--- config.mk ---
export PLATFORM = sky130hd
export DESIGN_NAME = sar_adc_conversion_control_flat
export DESIGN_NICKNAME = d
export VERILOG_FILES = /design/src/design/sar_adc_pkg.sv /design/src/design/sar_adc_if.sv /design/src/design/sar_adc_conversion_control.sv /design/src/flat_wrapper.sv
export SDC_FILE = /design/constraint.sdc
export NUM_CORES = 1
export LEC_CHECK = 0
export BUFFER_PORTS_ARGS = -buffer_cell sky130_fd_sc_hd__buf_2
export CAP_MARGIN = 15
export CORE_MARGIN = 3
export CORE_UTILIZATION = 40
export CTS_BUF_LIST = sky130_fd_sc_hd__clkbuf_4 sky130_fd_sc_hd__clkbuf_8
export CTS_CLUSTER_SIZE = 30
export DETAILED_ROUTE_END_ITERATION = 8
export PLACE_DENSITY_LB_ADDON = 0.15
export SYNTH_ARGS = -nofsm -noshare
export SYNTH_HDL_FRONTEND = slang
export SYNTH_SLANG_ARGS = --single-unit
--- constraint.sdc ---
create_clock -name core_clk -period 1.95 [get_ports core_clk]
set_input_delay 0.195 -clock core_clk [delete_from_list [all_inputs] [get_ports core_clk]]
set_output_delay 0.195 -clock core_clk [all_outputs]
set_load 0.005 [all_outputs]
--- src/design/sar_adc_pkg.sv ---
// Package: shared constants for the successive-approximation converter control and its controller.
// Assumes a single 50 MHz clock shared by both ends.
package sar_adc_pkg;
    localparam int unsigned  RESULT_W        = 12;
    localparam int unsigned  CODE_COUNT      = 4096;
    localparam int unsigned  FULL_INTERVALS  = 13;
    localparam int unsigned  SHORT_INTERVALS = 11;
    localparam int unsigned  SAVED_INTERVALS = 2;
    localparam int unsigned  BIT_TWO_POS     = 2;
    localparam logic [11:0]  SAR_RESET_VALUE = 12'h7FF;
    localparam logic [11:0]  SAR_IDLE_VALUE  = 12'hFFF;
    localparam real          CLK_PERIOD_NS   = 20.0;
    typedef logic [RESULT_W-1:0] result_t;
endpackage

--- src/design/sar_adc_if.sv ---
// Interface: pins between the converter control and the controller that drives it.
// Assumes both modports share core_clk.
`timescale 1ns/100ps
interface sar_adc_if;
    logic                      convert_request_n;
    logic                      done_flag_n;
    sar_adc_pkg::result_t      result_lines;
    modport converter (input convert_request_n, output done_flag_n, output result_lines);
    modport controller (output convert_request_n, input done_flag_n, input result_lines);
endinterface

--- src/design/sar_adc_conversion_control.sv ---
// Converter end: approximation register and completion flag of a 12-bit converter.
// Assumes the comparator bit and the start request are synchronous to core_clk.
// Assumes the controller end is joined through the interface's controller modport.
// Behaviour
// Result is complemented binary, MSB on top.
// Result valid only after done falls.
// Start request resets register synchronously.
// Done high while converting, low when finished.
// Controller may truncate sequence, saving two intervals; the bit-two tap here ends it after ten intervals, saving three.
// Truncating controller ORs bit two with done.
// Done tied to start gives continuous conversion.
// Twelve bits give 4096 distinct codes.
// Start low loads MSB low, rest high.
// Each edge resolves trial bit, next bit low.
// Result and done hold until next start.
// Full conversion takes thirteen clock intervals.
// Comparator bit sampled on resolving edge.
`timescale 1ns/100ps
module sar_adc_conversion_control (
    input  wire logic          core_clk,
    input  wire logic          rst_b,
    input  wire logic          comparator_bit,
    output logic [3:0]         trial_index,
    sar_adc_if.converter       pins
);
    import sar_adc_pkg::*;

    // Conversion phases, Gray coded along idle, load, run and done.
    typedef enum logic [1:0] {
        ST_IDLE = 2'b00,
        ST_LOAD = 2'b01,
        ST_RUN  = 2'b11,
        ST_DONE = 2'b10
    } conv_state_t;

    // Position of the top bit, and the position after reset.
    localparam logic [3:0] TOP_POS    = 4'(RESULT_W - 1);
    localparam logic [3:0] LAST_POS   = 4'h0;
    // Interval count at which the lowest bit is resolved.
    localparam logic [3:0] DONE_COUNT = 4'(FULL_INTERVALS - 1);

    // Phase.
    conv_state_t state_r;
    conv_state_t state_nxt;

    // Approximation register and its bit-by-bit step value.
    result_t     sar_r;
    result_t     sar_nxt;
    result_t     step_value;

    // Trial bit position and interval count.
    logic [3:0]  pos_r;
    logic [3:0]  pos_nxt;
    logic [3:0]  interval_r;
    logic [3:0]  interval_nxt;

    // Completion flag, active low.
    logic        done_n_r;
    logic        done_n_nxt;

    // Decoded conditions shared by two or more groups.
    logic        load_req;
    logic        step_en;
    logic        last_step;

    // True when the position counter selects bit idx.
    function automatic logic pos_is(
        input logic [3:0]  pos,
        input int unsigned idx
    );
        pos_is = (pos == 4'(idx));
    endfunction

    // A held request wins over stepping, so a restart never mixes with an old run.
    assign load_req  = !pins.convert_request_n;
    assign step_en   = !load_req
                    && ((state_r == ST_LOAD) || (state_r == ST_RUN));
    assign last_step = pos_is(pos_r, 0);

    // One slice per bit: the trial bit takes the comparator, the next lower bit is cleared.
    for (genvar i = 0; i < RESULT_W; i++) begin : g_bit
        if (i == RESULT_W - 1) begin : g_top
            assign step_value[i] = pos_is(pos_r, i) ? comparator_bit : sar_r[i];
        end else begin : g_low
            assign step_value[i] = pos_is(pos_r, i) ? comparator_bit
                                 : pos_is(pos_r, i + 1) ? 1'b0
                                 : sar_r[i];
        end
    end

    // Phase: any request reloads, the last resolved bit ends the run.
    always_comb begin
        state_nxt = state_r;
        if (load_req) begin
            state_nxt = ST_LOAD;
        end else begin
            // Idle and done hold; load and run step until the lowest bit.
            unique case (state_r)
                ST_IDLE: begin
                    state_nxt = ST_IDLE;
                end
                ST_LOAD: begin
                    state_nxt = last_step ? ST_DONE : ST_RUN;
                end
                ST_RUN: begin
                    state_nxt = last_step ? ST_DONE : ST_RUN;
                end
                ST_DONE: begin
                    state_nxt = ST_DONE;
                end
            endcase
        end
    end

    // Reset leaves no conversion running.
    always_ff @(posedge core_clk or negedge rst_b) begin
        if (!rst_b) begin
            state_r <= ST_IDLE;
        end else begin
            state_r <= state_nxt;
        end
    end

    // Position: points at the trial bit and walks down one bit per edge.
    // It stops at the lowest bit so the finished result is never disturbed.
    always_comb begin
        pos_nxt = pos_r;
        if (load_req) begin
            pos_nxt = TOP_POS;
        end else if (step_en && !last_step) begin
            pos_nxt = pos_r - 4'h1;
        end
    end

    // Position register.
    always_ff @(posedge core_clk or negedge rst_b) begin
        if (!rst_b) begin
            pos_r <= LAST_POS;
        end else begin
            pos_r <= pos_nxt;
        end
    end

    // Interval counter: the load edge is the first interval of a conversion.
    // It stops one above the done count because no stepping happens after that.
    always_comb begin
        interval_nxt = interval_r;
        if (load_req) begin
            interval_nxt = 4'h1;
        end else if (step_en) begin
            interval_nxt = interval_r + 4'h1;
        end
    end

    // Interval register.
    always_ff @(posedge core_clk or negedge rst_b) begin
        if (!rst_b) begin
            interval_r <= 4'h0;
        end else begin
            interval_r <= interval_nxt;
        end
    end

    // Register: load pattern on request, one resolved bit per step, then hold.
    always_comb begin
        sar_nxt = sar_r;
        if (load_req) begin
            sar_nxt = SAR_RESET_VALUE;
        end else if (step_en) begin
            sar_nxt = step_value;
        end
    end

    // Approximation register.
    always_ff @(posedge core_clk or negedge rst_b) begin
        if (!rst_b) begin
            sar_r <= SAR_IDLE_VALUE;
        end else begin
            sar_r <= sar_nxt;
        end
    end

    // Completion: high from the load until the lowest bit has been resolved.
    always_comb begin
        done_n_nxt = done_n_r;
        if (load_req) begin
            done_n_nxt = 1'b1;
        end else if (step_en && (interval_r == DONE_COUNT)) begin
            done_n_nxt = 1'b0;
        end
    end

    // Completion register.
    always_ff @(posedge core_clk or negedge rst_b) begin
        if (!rst_b) begin
            done_n_r <= 1'b1;
        end else begin
            done_n_r <= done_n_nxt;
        end
    end

    // Every output below comes straight from a flip-flop.
    assign pins.result_lines = sar_r;
    assign pins.done_flag_n  = done_n_r;
    assign trial_index       = pos_r;
endmodule // sar_adc_conversion_control

--- src/flat_wrapper.sv ---
// flat-port wrapper written by rule: the top's interface ports become plain ports
module sar_adc_conversion_control_flat import sar_adc_pkg::*;
  (core_clk, rst_b, comparator_bit, trial_index, pins_convert_request_n, pins_done_flag_n, pins_result_lines);
  sar_adc_if pins_i ();
  input  wire logic core_clk;
  input  wire logic rst_b;
  input  wire logic comparator_bit;
  output logic [3:0] trial_index;
  input wire logic [$bits(pins_i.convert_request_n)-1:0] pins_convert_request_n;
  output wire logic [$bits(pins_i.done_flag_n)-1:0] pins_done_flag_n;
  output wire logic [$bits(pins_i.result_lines)-1:0] pins_result_lines;
  assign pins_i.convert_request_n = pins_convert_request_n;
  assign pins_done_flag_n = pins_i.done_flag_n;
  assign pins_result_lines = pins_i.result_lines;
  sar_adc_conversion_control u_core (.core_clk(core_clk), .rst_b(rst_b), .comparator_bit(comparator_bit), .trial_index(trial_index), .pins(pins_i));
endmodule
* Yosys cells after proc, flatten, opt, wreduce, memory -nomap -nowiden
Index checks and enable logic that the tools add are counted.
** Storage, ports and cells
- Flip-flop bits (word level) :: 23
- Bits of input ports :: 4
- Logic and storage cells :: 102
- Output and inout bits :: 17
** Cells by class
- Equal/unequal tests :: 30
- $add $sub $neg :: 2
- Muxes and demuxes :: 34
- Reduce and logical (&&, ||, !) cells :: 20
** Operators by type and width (count)
- 3-bit by 1-bit inequality test with 1-bit output, second input constant :: 11
- 1-bit two-way mux :: 26
- 12-bit two-way mux :: 2
- 2-bit AND reduction :: 12
- 4-bit == test, second input constant :: 5
- 4-bit by 3-bit == test with 1-bit output, second input constant :: 4
- 4-bit two-way mux :: 4
- 4-bit by 2-bit == test with 1-bit output, second input constant :: 2
- 2-bit by 1-bit inequality test with 1-bit output, second input constant :: 4
- 2-bit case mux with 3 select lines :: 1
- 4-bit by 1-bit adder with 4-bit output, second input constant :: 1
- 2-bit == test, second input constant :: 2
- 4-bit by 1-bit == test with 1-bit output, second input constant :: 1
- 4-bit logical NOT :: 1
- 4-bit by 1-bit subtractor with 4-bit output, second input constant :: 1
- 1-bit logical AND :: 3
- 2-bit by 1-bit == test with 1-bit output, second input constant :: 1
- 2-bit logical NOT :: 1
- 2-bit two-way mux :: 1
- 2-bit OR reduction :: 1
- 1-bit logical NOT :: 1
- 1-bit logical OR :: 1

* Depth between registers and ports, before layout
- Depth after elaboration :: 6
- Mapped depth :: 6
- Gate-level depth less buffers :: 5

* Least setup slack after synthesis
OpenSTA, ideal clock, no wires.
- Path kind :: reg-to-reg
- Start :: register u_core.pos_r[0] (netlist: u_core.trial_index[0])
- End :: register u_core.pos_r[0] (netlist: u_core.trial_index[0])
- Library setup time :: 125 ps
- Data arrival time :: 1410 ps
- Path buffers :: 1
- Required time :: 1825 ps
- Period minus slack after synthesis :: 1534 ps
- Setup slack :: 416 ps
- Stages on the path, launching flop included :: 6
- Cells stage by stage :: dfrtp_1 -> inv_1 -> ha_1 -> clkbuf_1 -> a21boi_1 -> mux2_2
** On the way
- Cells in the longest elaborated chain, start to end :: 4
- Elaborated cells between the ends (all ways) :: 7
- Classes of those cells :: add/sub (1); eq/ne (1); mux (2); reduce/logical (3)
** RTL lines
- start: declaration :: RTL line sar_adc_conversion_control.sv:52 : logic [3:0] pos_r;
- start signal: assignment :: RTL line sar_adc_conversion_control.sv:140 : pos_r <= pos_nxt;
- branches (longest 4 deep; another with 4-bit by 1-bit subtractor with 4-bit output)
Several ways; the timed one is not identified. The select of a mux whose other input is x is not followed.
A chain may end at the register's enable or synchronous reset.

* Worst setup path after layout
Ends and elaborated chain as after synthesis.

==> qor_table.md <==
| Result | Reported | Unit |
|---|---|---|
| Largest net degree at the start of global routing | 25 | - |
| Depth of the CTS H-tree | 1 | - |
| Run status | complete, no violations | - |
| Routed wire length | 2330 | µm |
| Kind of launch point of the worst setup path | flop | - |
| Setup TNS | 0 | ns |
| Chip Width | 60.1 | µm |
| Int Pwr | 0.669 | mW |
| Core Region | 0.00278 | mm² |
| Mapped cell area | 0.00117 | mm² |
| Data arrival, critical path | 1.82 | ns |
| Kind of capture point of the worst setup path | flop | - |
| Seq cells post-synth | 22 | - |
| Wire length per cell | 14.0 | µm |
| Sequential Area | 567 | µm² |
| Grt ovf | 0 | - |
| Count of TritonRoute iterations in the first routing pass | 4 | - |
| Setup repair after global routing missed its margin | false | - |
| Post-DP HPWL | 1670 | µm |
| Count of inserted antenna diode cells | 0 | - |
| Final critical path time including I/O delays and setup | 1.61 | ns |
| Quantity of I/O buffers inserted on ports | 20 | - |
| Multi-input gate area | 544 | µm² |
| Max Transition Viols Final | 0 | - |
| Total number of vias | 880 | - |
| Fraction of final layout cells sized beyond drive strength 1 | 0.326 | - |
| Average cell area after synthesis | 10.0 | µm² |
| Slew at the pin with the worst max-slew slack | 0.465 | ns |
| Die boundary height | 60.1 | µm |
| Fmax | 620 | MHz |
| Final core utilization | 0.473 | - |
| Share of the cycle needed by the critical path after routing | 0.828 | - |
| Root cell of the clock tree | clkbuf_4 | - |
| GRT Resource Usage Total | 0.137 | - |
| Clock tree from TritonCTS | done | - |
| Number of nets in the final layout | 146 | - |
| Syn_nets | 127 | - |
| Reg power frac | 0.570 | - |
| Kind of critical path | reg -> reg | - |
| Yosys warning total | 0 | - |
| Global-route wire length before repair | 3750 | µm |
| Total count of hold-check failures in the final report | 0 | - |
| Power Density | 706 | mW/mm² |
| Violation count after the first detailed-route iteration | 20 | - |
| Max-cap violations | 0 | - |
| Maximum clock path buffer count | 2 | - |
| CTS Buf Count | 3 | - |
| Synthesized instance count | 117 | - |
| Cell variety after synth | 27 | - |
| Worst EP required | 2.15 | ns |
| Relative slew slack | 0.690 | - |
| Placer congestion estimate | 0.750 | - |
| Combinational power share | 0.185 | - |
| Area delta synth->final | 12.3 | % |
| Total setup violations reported at the end of the flow | 0 | - |
| Sw Share | 0.280 | - |
| Full die area | 0.00362 | mm² |
| Clock tree sinks | 22 | - |
| Worst Skew | 0.0105 | ns |
| Non-Filler Cell Area, Final | 0.00132 | mm² |
| Clock slew at reported path FFs | 0.13 | ns |
| Post-route DRC violation count | 0 | - |
| Peak fanout along the critical path | 9 | - |
| Rows | 19 | - |
| Number of instances resized during post-cts repair | 0 | - |
| Starting density of the core | 0.422 | - |
| Total cell area at the placement stage | 0.00128 | mm² |
| Class of the worst hold path | in -> reg | - |
| Count of antenna-violating nets left after detailed routing | 0 | - |
| Fraction of the yosys area taken by sequential cells | 0.483 | - |
| Io pins | 21 | - |
| Antenna violations before repair | 0 | - |
| Leakage power | 0.554 | nW |
| Latest clock arrival within the worst-skew pair | 0.30 | ns |
| Number of filler cells placed in the layout | 283 | - |
| Avg Vias per Cell | 5.30 | - |
| Max IR drop VDD | 0.000477 | V |
| Net Switching | 0.260 | mW |
| Clock group share of total power | 0.245 | - |
| Via count of the first global-routing pass | 841 | - |
## worst paths after layout
kind | depth (start not counted) | endpoint | start | slack [ns]
max in group asynchronous | 2 | u_core.pins.result_lines[7] | rst_b | 1.23
max reg2reg | 4 | u_core.trial_index[0] | u_core.trial_index[0] | 0.34
max | 4 | u_core.trial_index[0] | u_core.trial_index[0] | 0.34
min reg2reg | 2 | u_core.pins.done_flag_n | u_core.pins.done_flag_n | 0.47
min in group asynchronous | 2 | u_core.trial_index[3] | rst_b | 0.36
min | 3 | u_core.pins.result_lines[11] | comparator_bit | 0.22
## power by group through the flow
stage	clock [mW]	sequential (mW)	combinational [mW]
floorplan	0	0.533	0.115
global placement	0	0.536	0.172
detailed placement	0	0.537	0.173
CTS	0.246	0.530	0.175
global route	0.255	0.535	0.196
finish	0.227	0.529	0.172
## synthesized netlist by cell type (all sizes together)
cell type / count / area share
a211o: 1 / 0.0075
a21boi: 2 / 0.013
a221o: 1 / 0.0085
and2: 2 / 0.011
buf: 3 / 0.020
clkbuf: 5 / 0.016
dfrtp: 9 / 0.19
dfstp: 13 / 0.29
ha: 6 / 0.064
inv: 5 / 0.016
mux2: 2 / 0.019
mux2i: 3 / 0.026
nand2: 11 / 0.035
nand2b: 4 / 0.021
nand3: 11 / 0.051
nand4: 14 / 0.075
nor2: 1 / 0.0053
nor2b: 4 / 0.021
o2111ai: 1 / 0.0075
o21ai: 14 / 0.060
or2: 1 / 0.0053
or4b: 1 / 0.012
xnor2: 3 / 0.022
## cells by family after synthesis
logic type	count (synthesis)	share of synthesized area
AOI/OAI and AO/OA	19	0.0961
xor gates and xnor gates	3	0.0224
adders and majority gates	6	0.0640
buffers and inverters	13	0.0523
DFF	22	0.483
muxes	5	0.0448
and+or+nand+nor	49	0.237
## placed cells by master (no fill, tap or decap)
master	count
or4b_4	1
dfstp_2	13
nand2b_1	4
a21boi_1	1
xnor2_1	3
a21boi_0	1
dlygate4sd3_1	1
nand3_2	1
inv_1	5
nand2_1	11
nand3_1	10
dfrtp_1	9
mux2i_1	3
and2_1	2
mux2_2	2
o21ai_0	14
o2111ai_1	1
buf_2	20
a221o_1	1
or2_2	1
nor2_2	1
a211o_1	1
nand4_1	14
ha_1	6
clkbuf_4	4
buf_4	1
nor2b_1	4
## flip-flops by register name (all words and copies together) (netlist names)
name / count
u_core.state_r: 1
u_core.trial_index: 4
u_core.interval_r: 4
u_core.pins.result_lines: 12
u_core.pins.done_flag_n: 1
## layout make-up
type | instances | area share
Clock buffer | 4 | 0.0228
Tap cell | 31 | 0.0295
Inverter | 5 | 0.0143
Timing Repair Buffer | 22 | 0.0894
Multi-Input combinational cell | 82 | 0.413
Sequential cell | 22 | 0.431
## per-layer routing
layer,up-vias,track usage,part of all wire
met2,9,0.241,0.51
met5,-,0,0
met1,417,0.165,0.45
li1,452,-,-
met3,2,0.0194,0.026
met4,0,0.0570,0.0077
## what timing repair did
item	4_1_cts	5_1_grt
hold buffers	1	0
setup buffers	0	0
endpoints found under the setup margin	0	0
hold endpoints to repair	9	0
## stage by stage
step	setup WS [ns]	power (mW)	hold slack, ns	instances
floorplan	0.416	0.648	-0.101	117
global placement	0.442	0.708	0.174	161
detailed placement	0.333	0.711	0.182	161
CTS	0.311	0.951	0.198	166
global route	0.223	0.986	0.219	166
finish	0.336	0.929	0.219	166
## worst max-delay path, stage by stage (launching register included)
cell and delay (ns):
dfrtp_1 0.45, inv_1 0.10, ha_1 0.31, a21boi_1 0.27, mux2_2 0.37
(Power assumes the default switching activity.)
